## src/hdl/bcid_pkg.sv

```systemverilog
package bcid_pkg;

   // configuration space byte offsets of the four registers
   localparam logic [11:0] VENDOR_OFS  = 12'h000;
   localparam logic [11:0] DEVICE_OFS  = 12'h002;
   localparam logic [11:0] COMMAND_OFS = 12'h004;
   localparam logic [11:0] STATUS_OFS  = 12'h006;

   // dword indices seen on the configuration port
   localparam logic [9:0]  DW_ID  = VENDOR_OFS[11:2];
   localparam logic [9:0]  DW_CMD = COMMAND_OFS[11:2];

   // command register bit positions
   localparam int unsigned CMD_SUPPRESS_BIT = 10;
   localparam int unsigned CMD_BTOB_BIT     = 9;
   localparam int unsigned CMD_SERR_EN_BIT  = 8;
   localparam int unsigned CMD_RSVD7_BIT    = 7;
   localparam int unsigned CMD_PERR_EN_BIT  = 6;
   localparam int unsigned CMD_SNOOP_BIT    = 5;

   // only bits 10, 8 and 6 hold state; all others read zero
   localparam logic [15:0] CMD_WR_MASK = 16'h0540;
   localparam logic [15:0] CMD_RESET   = 16'h0000;

   // status register: fixed capability-list bit plus two sticky flags
   localparam logic [15:0] STS_FIXED    = 16'h0010;
   localparam int unsigned STS_SSE_BIT  = 14;
   localparam int unsigned STS_MDPE_BIT = 8;
   localparam int unsigned STS_WORD_LSB = 16;

   // one configuration cycle, dword addressed with byte enables
   typedef struct packed {
      logic        rd;
      logic        wr;
      logic [9:0]  dw;
      logic [3:0]  be;
      logic [31:0] wdata;
   } bcid_cfg_req_s;

   // upstream message kinds toward the hub
   typedef enum logic [2:0] {
      BCID_MSG_SERR      = 3'h0,
      BCID_MSG_OWN_ASRT  = 3'h1,
      BCID_MSG_OWN_DASRT = 3'h2,
      BCID_MSG_FWD_ASRT  = 3'h3,
      BCID_MSG_FWD_DASRT = 3'h4
   } bcid_msg_kind_e;

   // one upstream message; line is the forwarded interrupt wire a..d
   typedef struct packed {
      bcid_msg_kind_e kind;
      logic [1:0]     line;
   } bcid_msg_s;

   // own legacy interrupt state, gray along idle-req-held-release
   typedef enum logic [1:0] {
      BCID_IRQ_IDLE  = 2'b00,
      BCID_IRQ_AREQ  = 2'b01,
      BCID_IRQ_HELD  = 2'b11,
      BCID_IRQ_DREQ  = 2'b10
   } bcid_irq_state_e;

endpackage

```

## src/hdl/bcid_own_irq.sv

```systemverilog
`timescale 1ns/1ps
// tracks the function's own emulated interrupt wire
module bcid_own_irq (
   input  wire logic i_ref_clk,
   input  wire logic i_rst_n,
   input  wire logic i_ce,
   input  wire logic i_req,        // pme or hot-plug cause pending
   input  wire logic i_suppress,   // command bit 10
   input  wire logic i_grant,      // arbiter took our message
   output logic      o_send,       // message wanted
   output logic      o_is_assert,  // 1 assert, 0 deassert
   output logic      o_asserted_r  // wire is currently asserted upstream
);

   bcid_pkg::bcid_irq_state_e state_r;   // message sequencing state

   // a request is withdrawn if cause vanishes before it is granted
   always_ff @(posedge i_ref_clk or negedge i_rst_n) begin
      if (!i_rst_n) begin
         state_r <= bcid_pkg::BCID_IRQ_IDLE;
      end else if (i_ce) begin
         case (state_r)
            bcid_pkg::BCID_IRQ_IDLE: begin
               // only raise while not suppressed
               if (i_req && !i_suppress) begin
                  state_r <= bcid_pkg::BCID_IRQ_AREQ;
               end
            end
            bcid_pkg::BCID_IRQ_AREQ: begin
               if (i_grant) begin
                  state_r <= bcid_pkg::BCID_IRQ_HELD;
               end else if (i_suppress || !i_req) begin
                  state_r <= bcid_pkg::BCID_IRQ_IDLE;
               end
            end
            bcid_pkg::BCID_IRQ_HELD: begin
               // suppress forces the release of an asserted wire
               if (i_suppress || !i_req) begin
                  state_r <= bcid_pkg::BCID_IRQ_DREQ;
               end
            end
            bcid_pkg::BCID_IRQ_DREQ: begin
               if (i_grant) begin
                  state_r <= bcid_pkg::BCID_IRQ_IDLE;
               end
            end
            default: begin
               state_r <= bcid_pkg::BCID_IRQ_IDLE;
            end
         endcase
      end
   end

   // upstream view of the wire, follows accepted messages only
   always_ff @(posedge i_ref_clk or negedge i_rst_n) begin
      if (!i_rst_n) begin
         o_asserted_r <= 1'b0;
      end else if (i_ce && i_grant) begin
         o_asserted_r <= (state_r == bcid_pkg::BCID_IRQ_AREQ);
      end
   end

   assign o_send      = (state_r == bcid_pkg::BCID_IRQ_AREQ) || (state_r == bcid_pkg::BCID_IRQ_DREQ);
   assign o_is_assert = (state_r == bcid_pkg::BCID_IRQ_AREQ);

endmodule

```

## src/hdl/bcid_msg_arb.sv

```systemverilog
`timescale 1ns/1ps
// picks one upstream message per slot: serr, own irq, forwarded
module bcid_msg_arb (
   input  wire logic               i_ref_clk,
   input  wire logic               i_rst_n,
   input  wire logic               i_ce,
   input  wire logic               i_serr_req,
   input  wire logic               i_own_send,
   input  wire logic               i_own_assert,
   input  wire logic               i_fwd_valid,
   input  wire bcid_pkg::bcid_msg_s i_fwd_msg,
   input  wire logic               i_msg_ready,
   output logic                    o_serr_grant,
   output logic                    o_own_grant,
   output logic                    o_fwd_grant,
   output logic                    o_msg_valid_r,
   output bcid_pkg::bcid_msg_s     o_msg_r
);

   logic free;                   // output slot empty or draining
   bcid_pkg::bcid_msg_s pick;    // selected message

   // errors first: a lost serr is worse than a late interrupt
   always_comb begin
      free         = i_ce && (!o_msg_valid_r || i_msg_ready);
      o_serr_grant = free && i_serr_req;
      o_own_grant  = free && !i_serr_req && i_own_send;
      o_fwd_grant  = free && !i_serr_req && !i_own_send && i_fwd_valid;
      pick         = i_fwd_msg;
      if (i_serr_req) begin
         pick.kind = bcid_pkg::BCID_MSG_SERR;
         pick.line = 2'h0;
      end else if (i_own_send) begin
         pick.kind = i_own_assert ? bcid_pkg::BCID_MSG_OWN_ASRT
                                  : bcid_pkg::BCID_MSG_OWN_DASRT;
         pick.line = 2'h0;
      end
   end

   // output register, held until the hub takes it
   always_ff @(posedge i_ref_clk or negedge i_rst_n) begin
      if (!i_rst_n) begin
         o_msg_valid_r <= 1'b0;
         o_msg_r       <= '0;
      end else if (free) begin
         o_msg_valid_r <= i_serr_req || i_own_send || i_fwd_valid;
         o_msg_r       <= pick;
      end
   end

endmodule

```

## src/hdl/bcid_bridge_cfg.sv

```systemverilog
`timescale 1ns/1ps
module bcid_bridge_cfg #(
   parameter logic [15:0] VENDOR_CODE = 16'h5A5A, // arbitrary value
   parameter logic [7:0]  DEV_UPPER   = 8'hC3,    // arbitrary value
   parameter logic [3:0]  DEV_MIDDLE  = 4'h6,     // arbitrary value
   parameter logic [3:0]  DEV_LOWER   = 4'h9      // arbitrary value
) (
   input  wire logic                   i_ref_clk,
   input  wire logic                   i_rst_n,
   input  wire logic                   i_ce,
   // configuration cycles from the host
   input  wire bcid_pkg::bcid_cfg_req_s i_cfg,
   output logic                        o_cfg_ack,
   output logic [31:0]                 o_cfg_rdata,
   // own interrupt cause (pme / hot-plug), level
   input  wire logic                   i_own_irq_req,
   output logic                        o_own_irq_asserted,
   // forwarded intx messages from the secondary side
   input  wire logic                   i_fwd_intx_valid,
   input  wire logic                   i_fwd_intx_assert,
   input  wire logic [1:0]             i_fwd_intx_line,
   output logic                        o_fwd_intx_ready,
   // primary-side detected errors and device-control enables
   input  wire logic                   i_err_nonfatal,
   input  wire logic                   i_err_fatal,
   input  wire logic                   i_dctl_nonfatal_en,
   input  wire logic                   i_dctl_fatal_en,
   input  wire logic                   i_mstr_parity_err,
   // messages to the io controller hub
   output logic                        o_msg_valid,
   output bcid_pkg::bcid_msg_s         o_msg,
   input  wire logic                   i_msg_ready,
   // command bits for the rest of the bridge
   output logic                        o_legacy_irq_suppress,
   output logic                        o_serr_enable,
   output logic                        o_perr_enable
);

   // ---------------------------------------------------------
   // decoded configuration access
   // ---------------------------------------------------------
   logic        hit_id;         // dword 0: vendor and device code
   logic        hit_cmd;        // dword 1: command and status
   logic        cmd_wr;         // write reaching command/status

   // writable command state; hardwired bits never stored
   logic [15:0] cmd_r;
   logic [15:0] cmd_nxt;

   // sticky status flags
   logic        sts_sse_r;      // signalled system error
   logic        sts_mdpe_r;     // master data parity error
   logic        sse_clr;        // write-one-to-clear strobes
   logic        mdpe_clr;
   logic [15:0] sts_word;       // assembled status read value

   // read-back
   logic [15:0] dev_code;       // device code from its fields
   logic [31:0] rd_mux;

   // error path
   logic        serr_event;     // error that warrants a message
   logic        serr_pend_r;    // waiting for the message slot

   // forwarded message holding slot
   logic        fwd_full_r;
   logic        fwd_full_nxt;
   bcid_pkg::bcid_msg_s fwd_msg_r;

   // arbiter handshakes
   logic        own_send;
   logic        own_assert;
   logic        serr_grant;
   logic        own_grant;
   logic        fwd_grant;

   // command bit views
   logic        suppress;
   logic        serr_en;
   logic        perr_en;

   // dword decode; the port carries no byte address
   assign hit_id  = (i_cfg.dw == bcid_pkg::DW_ID);
   assign hit_cmd = (i_cfg.dw == bcid_pkg::DW_CMD);
   assign cmd_wr  = i_cfg.wr && hit_cmd;

   // named views of the stored command bits
   assign suppress = cmd_r[bcid_pkg::CMD_SUPPRESS_BIT];
   assign serr_en  = cmd_r[bcid_pkg::CMD_SERR_EN_BIT];
   assign perr_en  = cmd_r[bcid_pkg::CMD_PERR_EN_BIT];

   // ---------------------------------------------------------
   // command register
   // ---------------------------------------------------------

   // byte lanes 0 and 1 carry the command; the mask keeps
   // hardwired and reserved bits at zero whatever is written
   // status lanes 2 and 3 never reach it
   always_comb begin
      cmd_nxt = cmd_r;
      if (i_cfg.be[0]) begin
         cmd_nxt[7:0] = i_cfg.wdata[7:0] & bcid_pkg::CMD_WR_MASK[7:0];
      end
      if (i_cfg.be[1]) begin
         cmd_nxt[15:8] = i_cfg.wdata[15:8] & bcid_pkg::CMD_WR_MASK[15:8];
      end
   end

   // takes effect the cycle after the write
   always_ff @(posedge i_ref_clk or negedge i_rst_n) begin
      if (!i_rst_n) begin
         cmd_r <= bcid_pkg::CMD_RESET;
      end else if (i_ce && cmd_wr) begin
         cmd_r <= cmd_nxt;
      end
   end

   // command bits to the rest of the bridge, registered copies
   always_ff @(posedge i_ref_clk or negedge i_rst_n) begin
      if (!i_rst_n) begin
         o_legacy_irq_suppress <= 1'b0;
         o_serr_enable         <= 1'b0;
         o_perr_enable         <= 1'b0;
      end else if (i_ce) begin
         o_legacy_irq_suppress <= suppress;
         o_serr_enable         <= serr_en;
         o_perr_enable         <= perr_en;
      end
   end

   // ---------------------------------------------------------
   // status flags
   // ---------------------------------------------------------

   // clear strobes: sse enabled by lane 3, mdpe by lane 2 of dword 1; both data bits sit in lane 3
   assign sse_clr  = cmd_wr && i_cfg.be[3]
                     && i_cfg.wdata[bcid_pkg::STS_WORD_LSB + bcid_pkg::STS_SSE_BIT];
   assign mdpe_clr = cmd_wr && i_cfg.be[2]
                     && i_cfg.wdata[bcid_pkg::STS_WORD_LSB + bcid_pkg::STS_MDPE_BIT];

   // set on the cycle the serr message is handed out; a set
   // in the same cycle as a clear wins so no event is lost
   always_ff @(posedge i_ref_clk or negedge i_rst_n) begin
      if (!i_rst_n) begin
         sts_sse_r <= 1'b0;
      end else if (i_ce) begin
         if (serr_grant) begin
            sts_sse_r <= 1'b1;
         end else if (sse_clr) begin
            sts_sse_r <= 1'b0;
         end
      end
   end

   // parity flag only ever sets while response is enabled
   always_ff @(posedge i_ref_clk or negedge i_rst_n) begin
      if (!i_rst_n) begin
         sts_mdpe_r <= 1'b0;
      end else if (i_ce) begin
         if (i_mstr_parity_err && perr_en) begin
            sts_mdpe_r <= 1'b1;
         end else if (mdpe_clr) begin
            sts_mdpe_r <= 1'b0;
         end
      end
   end

   // status read image, built from the flags
   always_comb begin
      sts_word                         = bcid_pkg::STS_FIXED;
      sts_word[bcid_pkg::STS_SSE_BIT]  = sts_sse_r;
      sts_word[bcid_pkg::STS_MDPE_BIT] = sts_mdpe_r;
   end

   // ---------------------------------------------------------
   // read path
   // ---------------------------------------------------------

   // identification is fixed at build time, no storage
   assign dev_code = {DEV_UPPER, DEV_MIDDLE, DEV_LOWER};

   // unmapped dwords read zero; lanes without enable read too,
   // since nothing here has read side effects
   always_comb begin
      rd_mux = 32'h0000_0000;
      if (hit_id) begin
         rd_mux = {dev_code, VENDOR_CODE};
      end else if (hit_cmd) begin
         rd_mux = {sts_word, cmd_r};
      end
   end

   // every cycle is acknowledged one clock later
   // no wait states: the host never stalls here
   always_ff @(posedge i_ref_clk or negedge i_rst_n) begin
      if (!i_rst_n) begin
         o_cfg_ack   <= 1'b0;
         o_cfg_rdata <= 32'h0000_0000;
      end else if (i_ce) begin
         o_cfg_ack <= i_cfg.rd || i_cfg.wr;
         if (i_cfg.rd) begin
            o_cfg_rdata <= rd_mux;
         end
      end
   end

   // ---------------------------------------------------------
   // system error messaging
   // ---------------------------------------------------------

   // either enable source is enough; inputs carry only errors
   // detected on the primary side, secondary receipts stay out
   assign serr_event = ((i_err_nonfatal || i_err_fatal) && serr_en)
                       || (i_err_nonfatal && i_dctl_nonfatal_en)
                       || (i_err_fatal && i_dctl_fatal_en);

   // errors in a burst fold into one pending message
   // an event beside a grant keeps it pending
   always_ff @(posedge i_ref_clk or negedge i_rst_n) begin
      if (!i_rst_n) begin
         serr_pend_r <= 1'b0;
      end else if (i_ce) begin
         if (serr_event) begin
            serr_pend_r <= 1'b1;
         end else if (serr_grant) begin
            serr_pend_r <= 1'b0;
         end
      end
   end

   // ---------------------------------------------------------
   // forwarded interrupt messages
   // ---------------------------------------------------------

   // one-entry slot; suppress is never consulted here
   assign fwd_full_nxt = (fwd_full_r && !fwd_grant)
                         || (i_fwd_intx_valid && o_fwd_intx_ready);

   // ready is registered: a bubble per message, short paths
   always_ff @(posedge i_ref_clk or negedge i_rst_n) begin
      if (!i_rst_n) begin
         fwd_full_r       <= 1'b0;
         o_fwd_intx_ready <= 1'b1;
         fwd_msg_r        <= '0;
      end else if (i_ce) begin
         fwd_full_r       <= fwd_full_nxt;
         o_fwd_intx_ready <= !fwd_full_nxt;
         if (i_fwd_intx_valid && o_fwd_intx_ready) begin
            fwd_msg_r.kind <= i_fwd_intx_assert ? bcid_pkg::BCID_MSG_FWD_ASRT
                                                : bcid_pkg::BCID_MSG_FWD_DASRT;
            fwd_msg_r.line <= i_fwd_intx_line;
         end
      end
   end

   // ---------------------------------------------------------
   // own interrupt and the message arbiter
   // ---------------------------------------------------------

   // suppress only reaches the function's own interrupt
   bcid_own_irq u_own_irq (
      .i_ref_clk    (i_ref_clk),
      .i_rst_n      (i_rst_n),
      .i_ce         (i_ce),
      .i_req        (i_own_irq_req),
      .i_suppress   (suppress),
      .i_grant      (own_grant),
      .o_send       (own_send),
      .o_is_assert  (own_assert),
      .o_asserted_r (o_own_irq_asserted)
   );

   // one registered slot toward the hub
   bcid_msg_arb u_msg_arb (
      .i_ref_clk     (i_ref_clk),
      .i_rst_n       (i_rst_n),
      .i_ce          (i_ce),
      .i_serr_req    (serr_pend_r),
      .i_own_send    (own_send),
      .i_own_assert  (own_assert),
      .i_fwd_valid   (fwd_full_r),
      .i_fwd_msg     (fwd_msg_r),
      .i_msg_ready   (i_msg_ready),
      .o_serr_grant  (serr_grant),
      .o_own_grant   (own_grant),
      .o_fwd_grant   (fwd_grant),
      .o_msg_valid_r (o_msg_valid),
      .o_msg_r       (o_msg)
   );

endmodule

```

## config.mk

```make
export PLATFORM = sky130hd
export DESIGN_NAME = bcid_bridge_cfg
export DESIGN_NICKNAME = d
export VERILOG_FILES = /design/src/hdl/bcid_pkg.sv /design/src/hdl/bcid_own_irq.sv /design/src/hdl/bcid_msg_arb.sv /design/src/hdl/bcid_bridge_cfg.sv
export SDC_FILE = /design/constraint.sdc
export NUM_CORES = 1
export LEC_CHECK = 0
export BUFFER_PORTS_ARGS = -buffer_cell sky130_fd_sc_hd__buf_2
export CAP_MARGIN = 0
export CORE_MARGIN = 4
export CORE_UTILIZATION = 45
export DETAILED_ROUTE_END_ITERATION = 10
export HOLD_SLACK_MARGIN = 0.03
export PLACE_DENSITY = 0.85
export SLEW_MARGIN = 20
export SYNTH_ARGS = -nofsm -noshare
export SYNTH_HDL_FRONTEND = slang
export SYNTH_SLANG_ARGS = --single-unit
```

## constraint.sdc

```tcl
create_clock -name i_ref_clk -period 3.8 [get_ports i_ref_clk]
set_clock_uncertainty 0.05 [all_clocks]
set_input_delay 0.19 -clock i_ref_clk [delete_from_list [all_inputs] [get_ports i_ref_clk]]
set_output_delay 0.19 -clock i_ref_clk [all_outputs]
set_load 0.01 [all_outputs]
```

==> flow_summary.json <==
{
  "status": "complete, no violations",
  "r2r_cells": 5,
  "synth_top_area_frac": 0.476,
  "ys_top_cells_by_count": "31 x dfrtp_1, 25 x buf_4, 13 x nand2_1",
  "clkLatencyLatePin_ns": 0.32,
  "die-area_um2": 4650,
  "yosysMostFrequentCell": "dfrtp_1",
  "cts_buffers": 5,
  "port_buffers": 65,
  "setup_tns_ns": 0,
  "nets": 277,
  "r2r_end": "u_own_irq.state_r[0]",
  "powerDensity_nw_per_um2": 497,
  "critPathLaunchType": "flop",
  "drtIter0Drc": 38,
  "dp_cells": 245,
  "r2r_start": "u_own_irq.state_r[0]",
  "ant_nets": 0,
  "max_slew_margin": 0.538,
  "cts_buffer_depth": 2,
  "drc_errors": 0,
  "crit_end": "u_own_irq.state_r[0]",
  "grt_max_degree": 33,
  "grt_usage": 0.161,
  "r2r_slack_ns": 1.94,
  "pwr-share-clk": 0.249,
  "async_flop_share": 1.00,
  "syn_to_final_growth_pct": 21.4,
  "fmax_mhz": 539,
  "start_util": 0.477,
  "synth.distinct_cells": 34,
  "syn_area_um2": 1630,
  "leakagePower_nw": 1.07,
  "netSwitchingFraction": 0.308,
  "synthCells": 149,
  "fp.dieH_um": 68.2,
  "cp_data_required_time_ns": 3.99,
  "place_area_um2": 1860,
  "report.final.hold_viol_count": 0,
  "place_congestion": 0.814,
  "synth_edf_count": 0,
  "ir_drop_mv": 0.393,
  "cp-end-kind": "flop",
  "die_x_um": 68.2,
  "yosysTopAreaCell": "dfrtp_1",
  "seq_area_frac_synth": 0.492,
  "final_cells": 257,
  "synth_seq_cells": 32,
  "via_per_inst": 4.95,
  "num_rows": 21,
  "rsz0062_at_grt": "false",
  "whs_ns": 0.0474,
  "clkTransAtPathRegs_ns": 0.09,
  "dp_hpwl_mm": 2.72,
  "grt_pass1_vias": 1232,
  "tightest_slew_ns": 0.692,
  "critPathKind": "reg -> reg",
  "drv_slew": 0,
  "p_int_w": 0.000681,
  "htreeDepth": 2,
  "avgRoutedWirePerCell_um": 13.5,
  "drive_above_1_share": 0.441,
  "syn_area_per_cell_um2": 10.9,
  "grt_pass1_wl_mm": 5.51,
  "crit_fanout": 5,
  "drv_cap": 0,
  "fp.coreArea_um2": 3420,
  "drt_wl_total_mm": 3.47,
  "clock_sinks": 32,
  "io_pins": 106,
  "diodes": 0,
  "drt_pre_antenna_iters": 5,
  "cts_tree": "yes",
  "gr-total-overflow": 0,
  "cp.arrival_ns": 2.05,
  "finalSetupViolCount": 0,
  "stdcell_area_um2": 1980,
  "synth_area_leaders": "dfrtp_1 48%, buf_4 12%, mux2_2 6.9%",
  "p_seq_frac": 0.474,
  "p_sw_w": 0.000303,
  "vias": 1273,
  "setup.worst_path.start": "u_own_irq.state_r[0]",
  "combPwrFrac": 0.277,
  "antenna_found_initial": 0,
  "synthFlopType": "dfrtp_1",
  "worstHoldPathType": "in -> reg",
  "post-route-period-util": 0.488,
  "period_needed_ns": 1.86,
  "cts_root_buf": "clkbuf_4",
  "power_w": 0.000983,
  "ys_warn_count": 0
}
==> worst min path at each step <==
| stage | from | to | depth (start not counted) |
|---|---|---|---|
| after detailed placement | i_rst_n | o_legacy_irq_suppress | 1 |
| after global routing | i_cfg[6] | cmd_r[6] | 2 |
| after CTS | i_cfg[10] | cmd_r[10] | 2 |
| after global placement | i_rst_n | o_legacy_irq_suppress | 1 |
| after floorplan | i_rst_n | cmd_r[10] | 0 |
| final | i_fwd_intx_line[1] | fwd_msg_r[1] | 2 |
==> timing repair <==
item                       in CTS  in global routing
hold buffers                    4                  0
resized for setup               0                  0
buffers inserted                0                  0
hold endpoints to repair       34                  0
setup endpoints to repair       0                  0
==> per-stage QoR <==
step           setup WS [ns]   util
2_1_floorplan           2.17      -
5_1_grt                 1.86  0.579
6_report                1.94  0.579
3_5_place_dp            1.96  0.545
3_3_place_gp            1.95  0.545
4_1_cts                 1.95  0.579
==> critical path, stage by stage, from the launching register on <==
cell     delay [ns]
dfrtp_1        0.40
inv_1          0.11
ha_1           0.36
nor3b_1        0.36
o221a_2        0.30
mux2i_1        0.20
==> registers in the layout (all words and copies together), names as in the netlist, 2 cells and up <==
register,cells
u_msg_arb.o_msg_r,5
u_own_irq.state_r,2
cmd_r,3
fwd_msg_r,4
o_cfg_rdata,7
==> power by group through the flow <==
stage	sequential [W]	clock, W	combinational [W]
after CTS	0.000466	0.000252	0.000275
after global routing	0.000473	0.000269	0.000310
final	0.000466	0.000245	0.000272
after detailed placement	0.000470	0	0.000268
after global placement	0.000465	0	0.000254
after floorplan	0.000476	0	0.000166
==> routing by layer <==
metal / GRT usage / wire length (um) / up-vias
met1: 0.179 / 1280 / 612
li1: - / - / 601
met5: 0 / 0 / -
met4: 0.0571 / 36 / 0
met2: 0.292 / 1880 / 54
met3: 0.0443 / 274 / 6
==> cell families (layout without fill, tap and decap cells) <==
group / count (synthesis) / in the layout / synth area share
AND/OR/NAND/NOR: 38 / 38 / 0.130
buffers and inverters: 34 / 84 / 0.136
flip-flops: 32 / 32 / 0.492
AO/OA/AOI/OAI: 27 / 27 / 0.120
multiplexers: 12 / 12 / 0.0814
adder cells (fa/ha/maj): 5 / 5 / 0.0384
other: 1 / 13 / 0.00230
==> layout by cell type, fill, tap and decap left out, types with 2 or more instances in the layout <==
cell type,instances
nor3b_1,2
or4_4,2
inv_1,7
a22o_2,2
o21ai_0,8
conb_1,13
ha_1,5
buf_2,65
dfrtp_1,31
dlygate4sd3_1,4
nor3_1,2
mux2i_1,2
mux2_2,10
nand2b_1,2
nand3_1,5
a22o_1,4
o31ai_1,2
a21oi_1,3
nor2_1,7
clkbuf_4,5
nand2_1,13
==> final cells by class <==
class,instances,area (um2)
fillers,318,1440
inverters,7,26.3
multi-input cells,95,652
clock buffers,6,41.3
well taps,46,57.6
repair buffers,69,365
clock inverters,2,35.0
flip-flops and latches,32,802
(Power assumes the default switching activity.)
